==> config.mk <==
export PLATFORM = sky130hd
export DESIGN_NAME = rtt_timer
export DESIGN_NICKNAME = d
export VERILOG_FILES = /design/src/rtt_pkg.sv /design/src/rtt_timer.sv
export SDC_FILE = /design/constraint.sdc
export NUM_CORES = 1
export LEC_CHECK = 0
export ABC_AREA = 1
export BUFFER_PORTS_ARGS = -buffer_cell sky130_fd_sc_hd__buf_2
export CORE_AREA = 2 2 111 113
export DETAILED_ROUTE_END_ITERATION = 16
export DIE_AREA = 0 0 113 115
export GPL_ROUTABILITY_DRIVEN = 0
export PLACE_DENSITY = 0.8
export SLEW_MARGIN = 20
export SYNTH_ARGS = -nofsm -noshare
export SYNTH_HDL_FRONTEND = slang
export SYNTH_SLANG_ARGS = --single-unit
export TNS_END_PERCENT = 1
==> constraint.sdc <==
create_clock -name clk_i -period 4.8 [get_ports clk_i]
set_input_delay 0.48 -clock clk_i [delete_from_list [all_inputs] [get_ports clk_i]]
set_output_delay 0.48 -clock clk_i [all_outputs]
set_load 0.02 [all_outputs]
==> src/rtt_pkg.sv <==
package rtt_pkg;
   // register byte offsets, per timer block of 8
   localparam logic [4:0] RTT_OFF_CNT_HI = 5'h00;
   localparam logic [4:0] RTT_OFF_CNT_LO = 5'h01;
   localparam logic [4:0] RTT_OFF_RLD_HI = 5'h02;
   localparam logic [4:0] RTT_OFF_RLD_LO = 5'h03;
   localparam logic [4:0] RTT_OFF_CTRL = 5'h04;
   localparam logic [4:0] RTT_TIMER_STRIDE = 5'h08;
   // shared interrupt registers
   localparam logic [4:0] RTT_OFF_IRQ_STAT = 5'h10;
   localparam logic [4:0] RTT_OFF_IRQ_CLR = 5'h11;
   localparam logic [4:0] RTT_OFF_IRQ_EN = 5'h12;
   // control fields
   localparam int RTT_CTRL_EN_BIT = 7;
   localparam int RTT_CTRL_POL_BIT = 6;
   localparam int RTT_CTRL_PRE_LSB = 3;
   localparam int RTT_CTRL_OUTEN_BIT = 1;
   localparam int RTT_CTRL_MODE_BIT = 0;
   // reset values, restart count and number of timers
   localparam logic [15:0] RTT_CNT_RESET = 16'h0000;
   localparam logic [15:0] RTT_RLD_RESET = 16'h0000;
   localparam logic [7:0] RTT_CTRL_RESET = 8'h00;
   localparam logic [15:0] RTT_RESTART_CNT = 16'h0001;
   localparam int RTT_NUM_TIMERS = 2;
   typedef enum logic [0:0] {
      RTT_MODE_ONESHOT = 1'b0,
      RTT_MODE_CONT = 1'b1
   } rtt_mode_type;
endpackage : rtt_pkg

==> src/rtt_timer.sv <==
// Operation
// - two independent 16-bit up-counting timers
// - prescaler divides by 1 to 128
// - reload 0001H, prescale 1: shortest timeout
// - reload 0000H acts as 65536-count span
// - counter wraps FFFFH to 0000H, keeps counting
// - one-shot: interrupt, count 0001H, self-disable
// - one-shot output inverts for one cycle
// - one-shot timeout (reload-start+1) times prescale
// - continuous: interrupt, load 0001H, keep running
// - continuous output toggles each reload
// - start count only affects first pass
// - continuous period reload times prescale
// - output starts at programmed polarity level
//
// Added by the designer: the register addresses and strobed register access.
`timescale 1ns/1ns
module rtt_timer (
   input wire logic clk_i,
   input wire logic rst_b_i,
   input wire logic [4:0] addr_i,
   input wire logic [7:0] wdata_i,
   input wire logic wr_i,
   input wire logic rd_i,
   output logic [7:0] rdata_o,
   output logic [1:0] tmr_out_o,
   output logic irq_o
);
   localparam int N = rtt_pkg::RTT_NUM_TIMERS;

   logic rst_meta_q;
   logic rst_sync_q;
   always_ff @(posedge clk_i or negedge rst_b_i) begin
      if (!rst_b_i) begin
         rst_meta_q <= 1'b0;
         rst_sync_q <= 1'b0;
      end else begin
         rst_meta_q <= 1'b1;
         rst_sync_q <= rst_meta_q;
      end
   end
   wire rst_n = rst_sync_q;

   function automatic logic hit(input logic [4:0] a, input logic [4:0] off);
      hit = (a == off);
   endfunction : hit

   logic [N-1:0] event_w;
   logic [N-1:0] irq_stat_q;
   logic [N-1:0] irq_en_q;
   logic [7:0] rd_mux [N];
   logic [N-1:0] rd_hit;

   genvar g;
   generate
      for (g = 0; g < N; g++) begin : g_tmr
         localparam logic [4:0] BASE = 5'(g * 8);
         logic [15:0] cnt_q;
         logic [15:0] rld_q;
         logic [7:0] ctrl_q;
         logic [6:0] pre_q;
         logic out_q;
         logic pulse_q;
         logic [6:0] div_max;
         logic tick;
         logic at_rld;
         logic en;
         logic cont;
         logic pol;

         assign en = ctrl_q[rtt_pkg::RTT_CTRL_EN_BIT];
         assign pol = ctrl_q[rtt_pkg::RTT_CTRL_POL_BIT];
         assign cont = ctrl_q[rtt_pkg::RTT_CTRL_MODE_BIT] == rtt_pkg::RTT_MODE_CONT;
         assign div_max = 7'((8'h01 << ctrl_q[rtt_pkg::RTT_CTRL_PRE_LSB +: 3]) - 8'h01);
         assign tick = en && (pre_q == div_max);
         assign at_rld = (cnt_q == rld_q);

         always_ff @(posedge clk_i or negedge rst_n) begin
            if (!rst_n) begin
               pre_q <= 7'h00;
            end else if (!en || tick) begin
               pre_q <= 7'h00;
            end else begin
               pre_q <= pre_q + 7'h01;
            end
         end

         assign event_w[g] = tick && at_rld;

         always_ff @(posedge clk_i or negedge rst_n) begin
            if (!rst_n) begin
               cnt_q <= rtt_pkg::RTT_CNT_RESET;
            end else if (!en && wr_i && hit(addr_i, BASE + rtt_pkg::RTT_OFF_CNT_HI)) begin
               cnt_q[15:8] <= wdata_i;
            end else if (!en && wr_i && hit(addr_i, BASE + rtt_pkg::RTT_OFF_CNT_LO)) begin
               cnt_q[7:0] <= wdata_i;
            end else if (tick) begin
               if (at_rld) begin
                  cnt_q <= rtt_pkg::RTT_RESTART_CNT;
               end else begin
                  cnt_q <= cnt_q + 16'h0001;
               end
            end
         end

         always_ff @(posedge clk_i or negedge rst_n) begin
            if (!rst_n) begin
               rld_q <= rtt_pkg::RTT_RLD_RESET;
            end else if (wr_i && hit(addr_i, BASE + rtt_pkg::RTT_OFF_RLD_HI)) begin
               rld_q[15:8] <= wdata_i;
            end else if (wr_i && hit(addr_i, BASE + rtt_pkg::RTT_OFF_RLD_LO)) begin
               rld_q[7:0] <= wdata_i;
            end
         end

         always_ff @(posedge clk_i or negedge rst_n) begin
            if (!rst_n) begin
               ctrl_q <= rtt_pkg::RTT_CTRL_RESET;
            end else if (wr_i && hit(addr_i, BASE + rtt_pkg::RTT_OFF_CTRL)) begin
               ctrl_q <= wdata_i;
            end else if (event_w[g] && !cont) begin
               ctrl_q[rtt_pkg::RTT_CTRL_EN_BIT] <= 1'b0;
            end
         end

         always_ff @(posedge clk_i or negedge rst_n) begin
            if (!rst_n) begin
               out_q <= 1'b0;
               pulse_q <= 1'b0;
            end else if (!en) begin
               out_q <= pol;
               pulse_q <= 1'b0;
            end else if (cont) begin
               pulse_q <= 1'b0;
               if (event_w[g]) begin
                  out_q <= ~out_q;
               end
            end else begin
               pulse_q <= event_w[g];
               out_q <= event_w[g] ? ~pol : pol;
            end
         end

         // per-timer flop, one driver per output bit
         logic pin_q;
         logic [7:0] rmux;
         logic rhit;
         always_ff @(posedge clk_i or negedge rst_n) begin
            if (!rst_n) begin
               pin_q <= 1'b0;
            end else begin
               pin_q <= ctrl_q[rtt_pkg::RTT_CTRL_OUTEN_BIT] ? out_q : 1'b0;
            end
         end
         assign tmr_out_o[g] = pin_q;

         always_comb begin
            rhit = 1'b1;
            rmux = 8'h00;
            if (hit(addr_i, BASE + rtt_pkg::RTT_OFF_CNT_HI)) begin
               rmux = cnt_q[15:8];
            end else if (hit(addr_i, BASE + rtt_pkg::RTT_OFF_CNT_LO)) begin
               rmux = cnt_q[7:0];
            end else if (hit(addr_i, BASE + rtt_pkg::RTT_OFF_RLD_HI)) begin
               rmux = rld_q[15:8];
            end else if (hit(addr_i, BASE + rtt_pkg::RTT_OFF_RLD_LO)) begin
               rmux = rld_q[7:0];
            end else if (hit(addr_i, BASE + rtt_pkg::RTT_OFF_CTRL)) begin
               rmux = ctrl_q;
            end else begin
               rhit = 1'b0;
            end
         end
         assign rd_hit[g] = rhit;
         assign rd_mux[g] = rmux;
      end
   endgenerate

   // set wins over software clear
   always_ff @(posedge clk_i or negedge rst_n) begin
      if (!rst_n) begin
         irq_stat_q <= '0;
      end else if (wr_i && hit(addr_i, rtt_pkg::RTT_OFF_IRQ_CLR)) begin
         irq_stat_q <= (irq_stat_q & ~wdata_i[N-1:0]) | event_w;
      end else begin
         irq_stat_q <= irq_stat_q | event_w;
      end
   end

   always_ff @(posedge clk_i or negedge rst_n) begin
      if (!rst_n) begin
         irq_en_q <= '0;
      end else if (wr_i && hit(addr_i, rtt_pkg::RTT_OFF_IRQ_EN)) begin
         irq_en_q <= wdata_i[N-1:0];
      end
   end

   always_ff @(posedge clk_i or negedge rst_n) begin
      if (!rst_n) begin
         irq_o <= 1'b0;
      end else begin
         irq_o <= |(((irq_stat_q | event_w) & ~((wr_i && hit(addr_i, rtt_pkg::RTT_OFF_IRQ_CLR))
                  ? wdata_i[N-1:0] & ~event_w : '0)) & irq_en_q);
      end
   end

   // unmapped addresses read zero
   always_ff @(posedge clk_i or negedge rst_n) begin
      if (!rst_n) begin
         rdata_o <= 8'h00;
      end else if (rd_i) begin
         if (rd_hit[0]) begin
            rdata_o <= rd_mux[0];
         end else if (rd_hit[1]) begin
            rdata_o <= rd_mux[1];
         end else if (hit(addr_i, rtt_pkg::RTT_OFF_IRQ_STAT)) begin
            rdata_o <= {6'h00, irq_stat_q};
         end else if (hit(addr_i, rtt_pkg::RTT_OFF_IRQ_EN)) begin
            rdata_o <= {6'h00, irq_en_q};
         end else begin
            rdata_o <= 8'h00;
         end
      end else begin
         rdata_o <= 8'h00;
      end
   end
endmodule : rtt_timer

* Word-level counts from Yosys, hierarchy flattened *
Index checks and enable logic that the tools add are counted.

word-level totals
  bits in registers = 113
  input bits = 17
  output and inout port bits = 11
  logic and storage cells = 162

cells by class
  add/sub/neg operators = 6
  equal/unequal tests = 20
  shift operators = 2
  multiplexer cells = 53
  bitwise logic cells = 17
  reductions and logical operators = 40

operators by type and width
  operator                 number
  $mux W8                  19
  $mux W16                 4
  $add A16 B1 Y16 const B  2
  $eq A16 B16 Y1           2
  $eq A5 B4 Y1 const B     5
  $mux W1                  24
  $logic_and A1 B1 Y1      20
  $eq A5 B5 Y1 const B     3
  $add A7 B1 Y7 const B    2
  $eq A7 B7 Y1             2
  $mux W7                  2
  $shl A1 B3 Y7 const A    2
  $sub A7 B1 Y7 const B    2
  $reduce_and A2 Y1        6
  $reduce_bool A2 Y1       6
  $eq A5 B2 Y1 const B     2
  $and A2 B2 Y2            4
  $mux W2                  4
  $not A1 Y1               8
  $ne A3 B3 Y1 const B     2
  $not A2 Y2               3
  $eq A5 B1 Y1 const B     1
  $eq A5 B3 Y1 const B     1
  $logic_not A5 Y1         1
  5 further kinds          11

* Logic depth before layout (Yosys ltp) *
  word-level depth = 12
  mapped depth = 13
  mapped depth without buffers = 12

* Worst setup path after synthesis *
OpenSTA, ideal clock, no wires.

  path type = input to register
  from = in addr_i[2]
  to = reg g_tmr[0].cnt_q[11]
  library setup time = 124 ps
  arrival time = 1424 ps
  required time = 4676 ps
  setup slack = 3251 ps
  cell stages on the path = 8
  path buffers = 0
  cell sequence = nor2_2 nand3_2 inv_2 nand2_2 inv_2 nor2_4 nand3b_1 nand3_1

between the ends
  longest elaborated chain between the ends = 4
  elaborated cells between the ends (all ways) = 8
  those cells by class = 2 x eq/ne; 1 x mux; 5 x reduce/logical

ends and longest elaborated chain
  item                                                                        RTL line                          source
  start, declared                                                             rtt_timer.sv:21                   input wire logic [4:0] addr_i,
  $eq A5 B1 Y1 / $logic_not A5 Y1 (equally long branches)                     rtt_timer.sv:45                   hit = (a == off);
  $logic_and A1 B1 Y1, on equally long branches                               rtt_timer.sv:95, rtt_timer.sv:93
  $ne A2 B2 Y1 (no source line) / $reduce_bool A2 Y1 (equally long branches)  --
  $reduce_and A2 Y1 (no source line)                                          --
  end signal, assigned                                                        rtt_timer.sv:94                   cnt_q[15:8] <= wdata_i;
  end signal, assigned                                                        rtt_timer.sv:99                   cnt_q <= rtt_pkg::RTT_RESTART_CNT;
  end signal, assigned                                                        rtt_timer.sv:101                  cnt_q <= cnt_q + 16'h0001;
  end, declared                                                               rtt_timer.sv:58                   logic [15:0] cnt_q;

Several ways; a longest one is shown, not always the timed one.
A chain may end at the register's enable or synchronous reset.

* Worst setup path in the final report *
  from = reg g_tmr[1].ctrl_q[5]
  to = reg g_tmr[1].cnt_q[14]

between the ends
  longest elaborated chain between the ends = 6

ends and longest elaborated chain
  item                                 RTL line          source
  start, declared                      rtt_timer.sv:60   logic [7:0] ctrl_q;
  start signal, assigned               rtt_timer.sv:118  ctrl_q <= rtt_pkg::RTT_CTRL_RESET;
  start signal, assigned               rtt_timer.sv:120  ctrl_q <= wdata_i;
  $shl A1 B3 Y7                        rtt_timer.sv:74   assign div_max = 7'((8'h01 << ctrl_q[rtt_pkg::RTT_CTRL_PRE_LSB +: 3]) - 8'h01);
  $sub A7 B1 Y7                        rtt_timer.sv:74
  $eq A7 B7 Y1                         rtt_timer.sv:75   assign tick = en && (pre_q == div_max);
  $logic_and A1 B1 Y1                  rtt_timer.sv:75
  $reduce_bool A2 Y1 (no source line)  --
  $reduce_and A2 Y1 (no source line)   --
  end signal, assigned                 rtt_timer.sv:92   cnt_q <= rtt_pkg::RTT_CNT_RESET;
  end signal, assigned                 rtt_timer.sv:94
  end signal, assigned                 rtt_timer.sv:99
  end, declared                        rtt_timer.sv:58

Every way passes these cells.

==> key figures <==
Run status
  – Status: complete, but fails checks
  – Failing checks: design-rule violations

Detailed routing
  – Post-route ant nets: 0
  – Vias per cell: 5.62
  – Wirelength, routed: 20300 um
  – Residual DRC count: 2
  – Post-DR wirelength/cell: 16.0 um
  – Routed via count: 7151
  – Drt first pass iters: 11
  – DR iter-0 viols: 598

Clock tree
  – Clock root buffer: clkbuf_16
  – Post-CTS Resized: 0
  – Clock tree from TritonCTS: built
  – Htree depth: 4
  – Worst-skew pair later-pin latency: 420 ps
  – Clock sink count: 113
  – Longest Clk Path Bufs: 2
  – TritonCTS buffer count: 17
  – Clock Pin Slew Worst Setup and Hold Paths: 50 ps
  – Setup bufs post-CTS: 0

Power
  – Max VDD drop: 0.000334 V
  – Int Power: 2.20 mW
  – Combinational fraction of design power: 0.244
  – Clock share of power: 0.341
  – Psw: 1.22 mW
  – Switching share of power: 0.357
  – Lkg Pwr: 4.11 nW
  – Power per cell area: 428 nW/um^2
  – Part of the power in registers: 0.415

Synth
  – Synth Area in Simple Gates: 0.372
  – Synth unique cells: 36
  – Mux cell area share after synthesis: 0
  – Post-Synth XOR/XNOR Area: 0.0397
  – Largest family of logic cells by synthesized area: simple AND/OR/NAND/NOR gates
  – Synthesized cell area: 7270 sq um
  – Syn nets: 1108
  – Ys Warns: 0
  – Sequential-to-total area share from yosys stat: 0.389
  – Synth Register Bits: 113
  – Synth Area in Compound Gates: 0.101
  – Mapped Cells: 1087
  – Avg Inst Size Synth: 6.69 sq um
  – Post-synth ARST share: 1.00
  – Post-synthesis adder-cell area fraction: 0.00688
  – EDFF count, synth: 0
  – Post-synth top flop: dfrtp_1

Cells and area
  – Antenna diodes: 0
  – Commonest non-fill, non-tap cells in the layout: nand2_1, dfrtp_1, inv_1
  – Commonest non-fill, non-tap cell in the layout: nand2_1
  – Share of layout cells above drive strength 1: 0.0969
  – Area growth syn-to-layout: 10.1%
  – Post-route cell area: 8010 sq um
  – Filler instances: 1080
  – Layout Nets: 1134

Floorplanning
  – Die area: 13000 sq um
  – Die H: 115 um
  – Die width: 113 um
  – Initial Util: 0.616
  – Core area: 11800 sq um
  – I/O pin count: 28
  – Rows: 40

Setup path
  – Crit Path Class: reg -> reg
  – Critical-path maximum fanout: 11
  – Setup crit end kind: flop
  – Critical path startpoint category: flop
  – CP startpoint: g_tmr[1].ctrl_q[5]
  – R2r startpoint: g_tmr[1].ctrl_q[5]
  – CP required: 5110 ps
  – Data arrival, critical path: 2370 ps

STA
  – Setup Skew: 10.4 ps
  – Final min period: 2060 ps
  – Final Slew Violations: 0
  – Fin crit share: 0.429
  – Final setup fails: 0
  – Slew @ Worst Pin: 832 ps
  – Hold_ws: 339 ps
  – Final Hold Fails: 0
  – Post-Route Setup TNS: 0 ps
  – Maximum clock rate: 0.486 GHz
  – Final Worst Setup Slack: 2740 ps
  – Rel. slew slack: 0.445
  – RSZ-0062 raised after global routing: no

Placement
  – Final HPWL DP: 14700 um
  – DP Worst Slack: 2720 ps
  – Post-DP Area: 7450 sq um
  – I/O Buffers: 27

Global routing
  – Gr usage total: 0.329
  – Largest net degree at the start of global routing: 64
  – Vias in the first global route: 6675
  – Initial antenna violation count: 0
  – Grt total ovfl: 0
  – First-pass GRT wire length: 33200 um

Worst hold path
  – Hold Path Class: in -> reg
  – Hold Startpoint: rd_i

Flow run
  – Max cap viols: 0
[layout make-up]
cell class / count / area [sq um] / share of cell area
inverter: 136 / 510 / 0.0638
clock inverter: 5 / 27.5 / 0.00344
timing repair buffer: 29 / 153 / 0.0191
sequential: 113 / 2830 / 0.354
multi-input combinational: 816 / 3780 / 0.472
clock buffer: 26 / 519 / 0.0649
tap: 147 / 184 / 0.0230
[through the flow]
| stage | power [mW] | cells | util |
|---|---|---|---|
| 2_1_floorplan | 2.04 | 1087 | - |
| 3_3_place_gp | 2.22 | 1240 | 0.631 |
| 3_5_place_dp | 2.25 | 1240 | 0.631 |
| 4_1_cts | 3.42 | 1272 | 0.678 |
| 5_1_grt | 3.62 | 1272 | 0.678 |
| 6_report | 3.43 | 1272 | 0.678 |
[cells in the mapped netlist, types with 11 or more instances]
library cell | count | share of area
xor2_1 | 23 | 0.028
o21ai_1 | 17 | 0.012
nand3_1 | 61 | 0.042
nand4_1 | 24 | 0.021
nand2_1 | 419 | 0.22
o21ai_0 | 95 | 0.065
inv_1 | 111 | 0.057
nor2_1 | 86 | 0.044
inv_2 | 25 | 0.013
a21oi_1 | 16 | 0.011
dfrtp_1 | 113 | 0.39
nor3_1 | 11 | 0.0076
[worst max-delay path, cell delays in order (launching register included)]
cell	delay (ps)
dfrtp_1	580
inv_2	130
nand2_1	110
nand2_1	50
nand2_1	60
nand3_1	60
nor2_1	90
nand3_1	210
nand2_1	330
inv_1	180
nand2_1	90
nand2_1	50
[logic make-up (layout without fill, tap and decap cells)]
family	count (synthesis)	count (layout)
buffers and inverters	158	196
AND/OR/NAND/NOR	637	637
XOR/XNOR	33	33
AO/OA/AOI/OAI	141	141
flip-flops	113	113
adder cells (fa/ha/maj)	4	4
other	1	1
[layer usage]
layer	GRT usage	routed length, um	up-vias
li1	-	-	3502
met1	0.421	8370	3277
met2	0.541	9480	307
met3	0.0733	1680	65
met4	0.143	776	0
met5	0	0	-
[state kept, by name, summed over array words and instances (netlist names), 2 cells and up]
name / cells
g_tmr.rld_q: 32
irq_en_q: 2
g_tmr.ctrl_q: 16
g_tmr.pin_q: 2
irq_stat_q: 2
rdata_o: 8
g_tmr.cnt_q: 32
g_tmr.out_q: 2
g_tmr.pre_q: 14
[power by group through the flow]
stage	clock (mW)	sequential [mW]	combinational, mW
2_1_floorplan	0	1.32	0.727
3_5_place_dp	0	1.42	0.823
5_1_grt	1.21	1.45	0.961
4_1_cts	1.17	1.41	0.829
3_3_place_gp	0	1.42	0.800
6_report	1.17	1.42	0.836
[repair_timing]
| item | CTS | global route |
|---|---|---|
| endpoints found under the hold margin | 2 | 0 |
| endpoints found under the setup margin | 0 | 0 |
| hold buffers | 1 | 0 |
[path summary, 6_finish.rpt]
kind	slack [ps]	to	cells after the start
min in group asynchronous	360	rst_n	2
worst max-delay path	2740	g_tmr[1].cnt_q[14]	11
max in group asynchronous	3230	g_tmr[0].cnt_q[6]	1
worst min register to register	350	rst_n	0
worst max register to register	2740	g_tmr[1].cnt_q[14]	11
worst min-delay path	340	rdata_o[0]	3
Power figures use the tool's default switching activity.
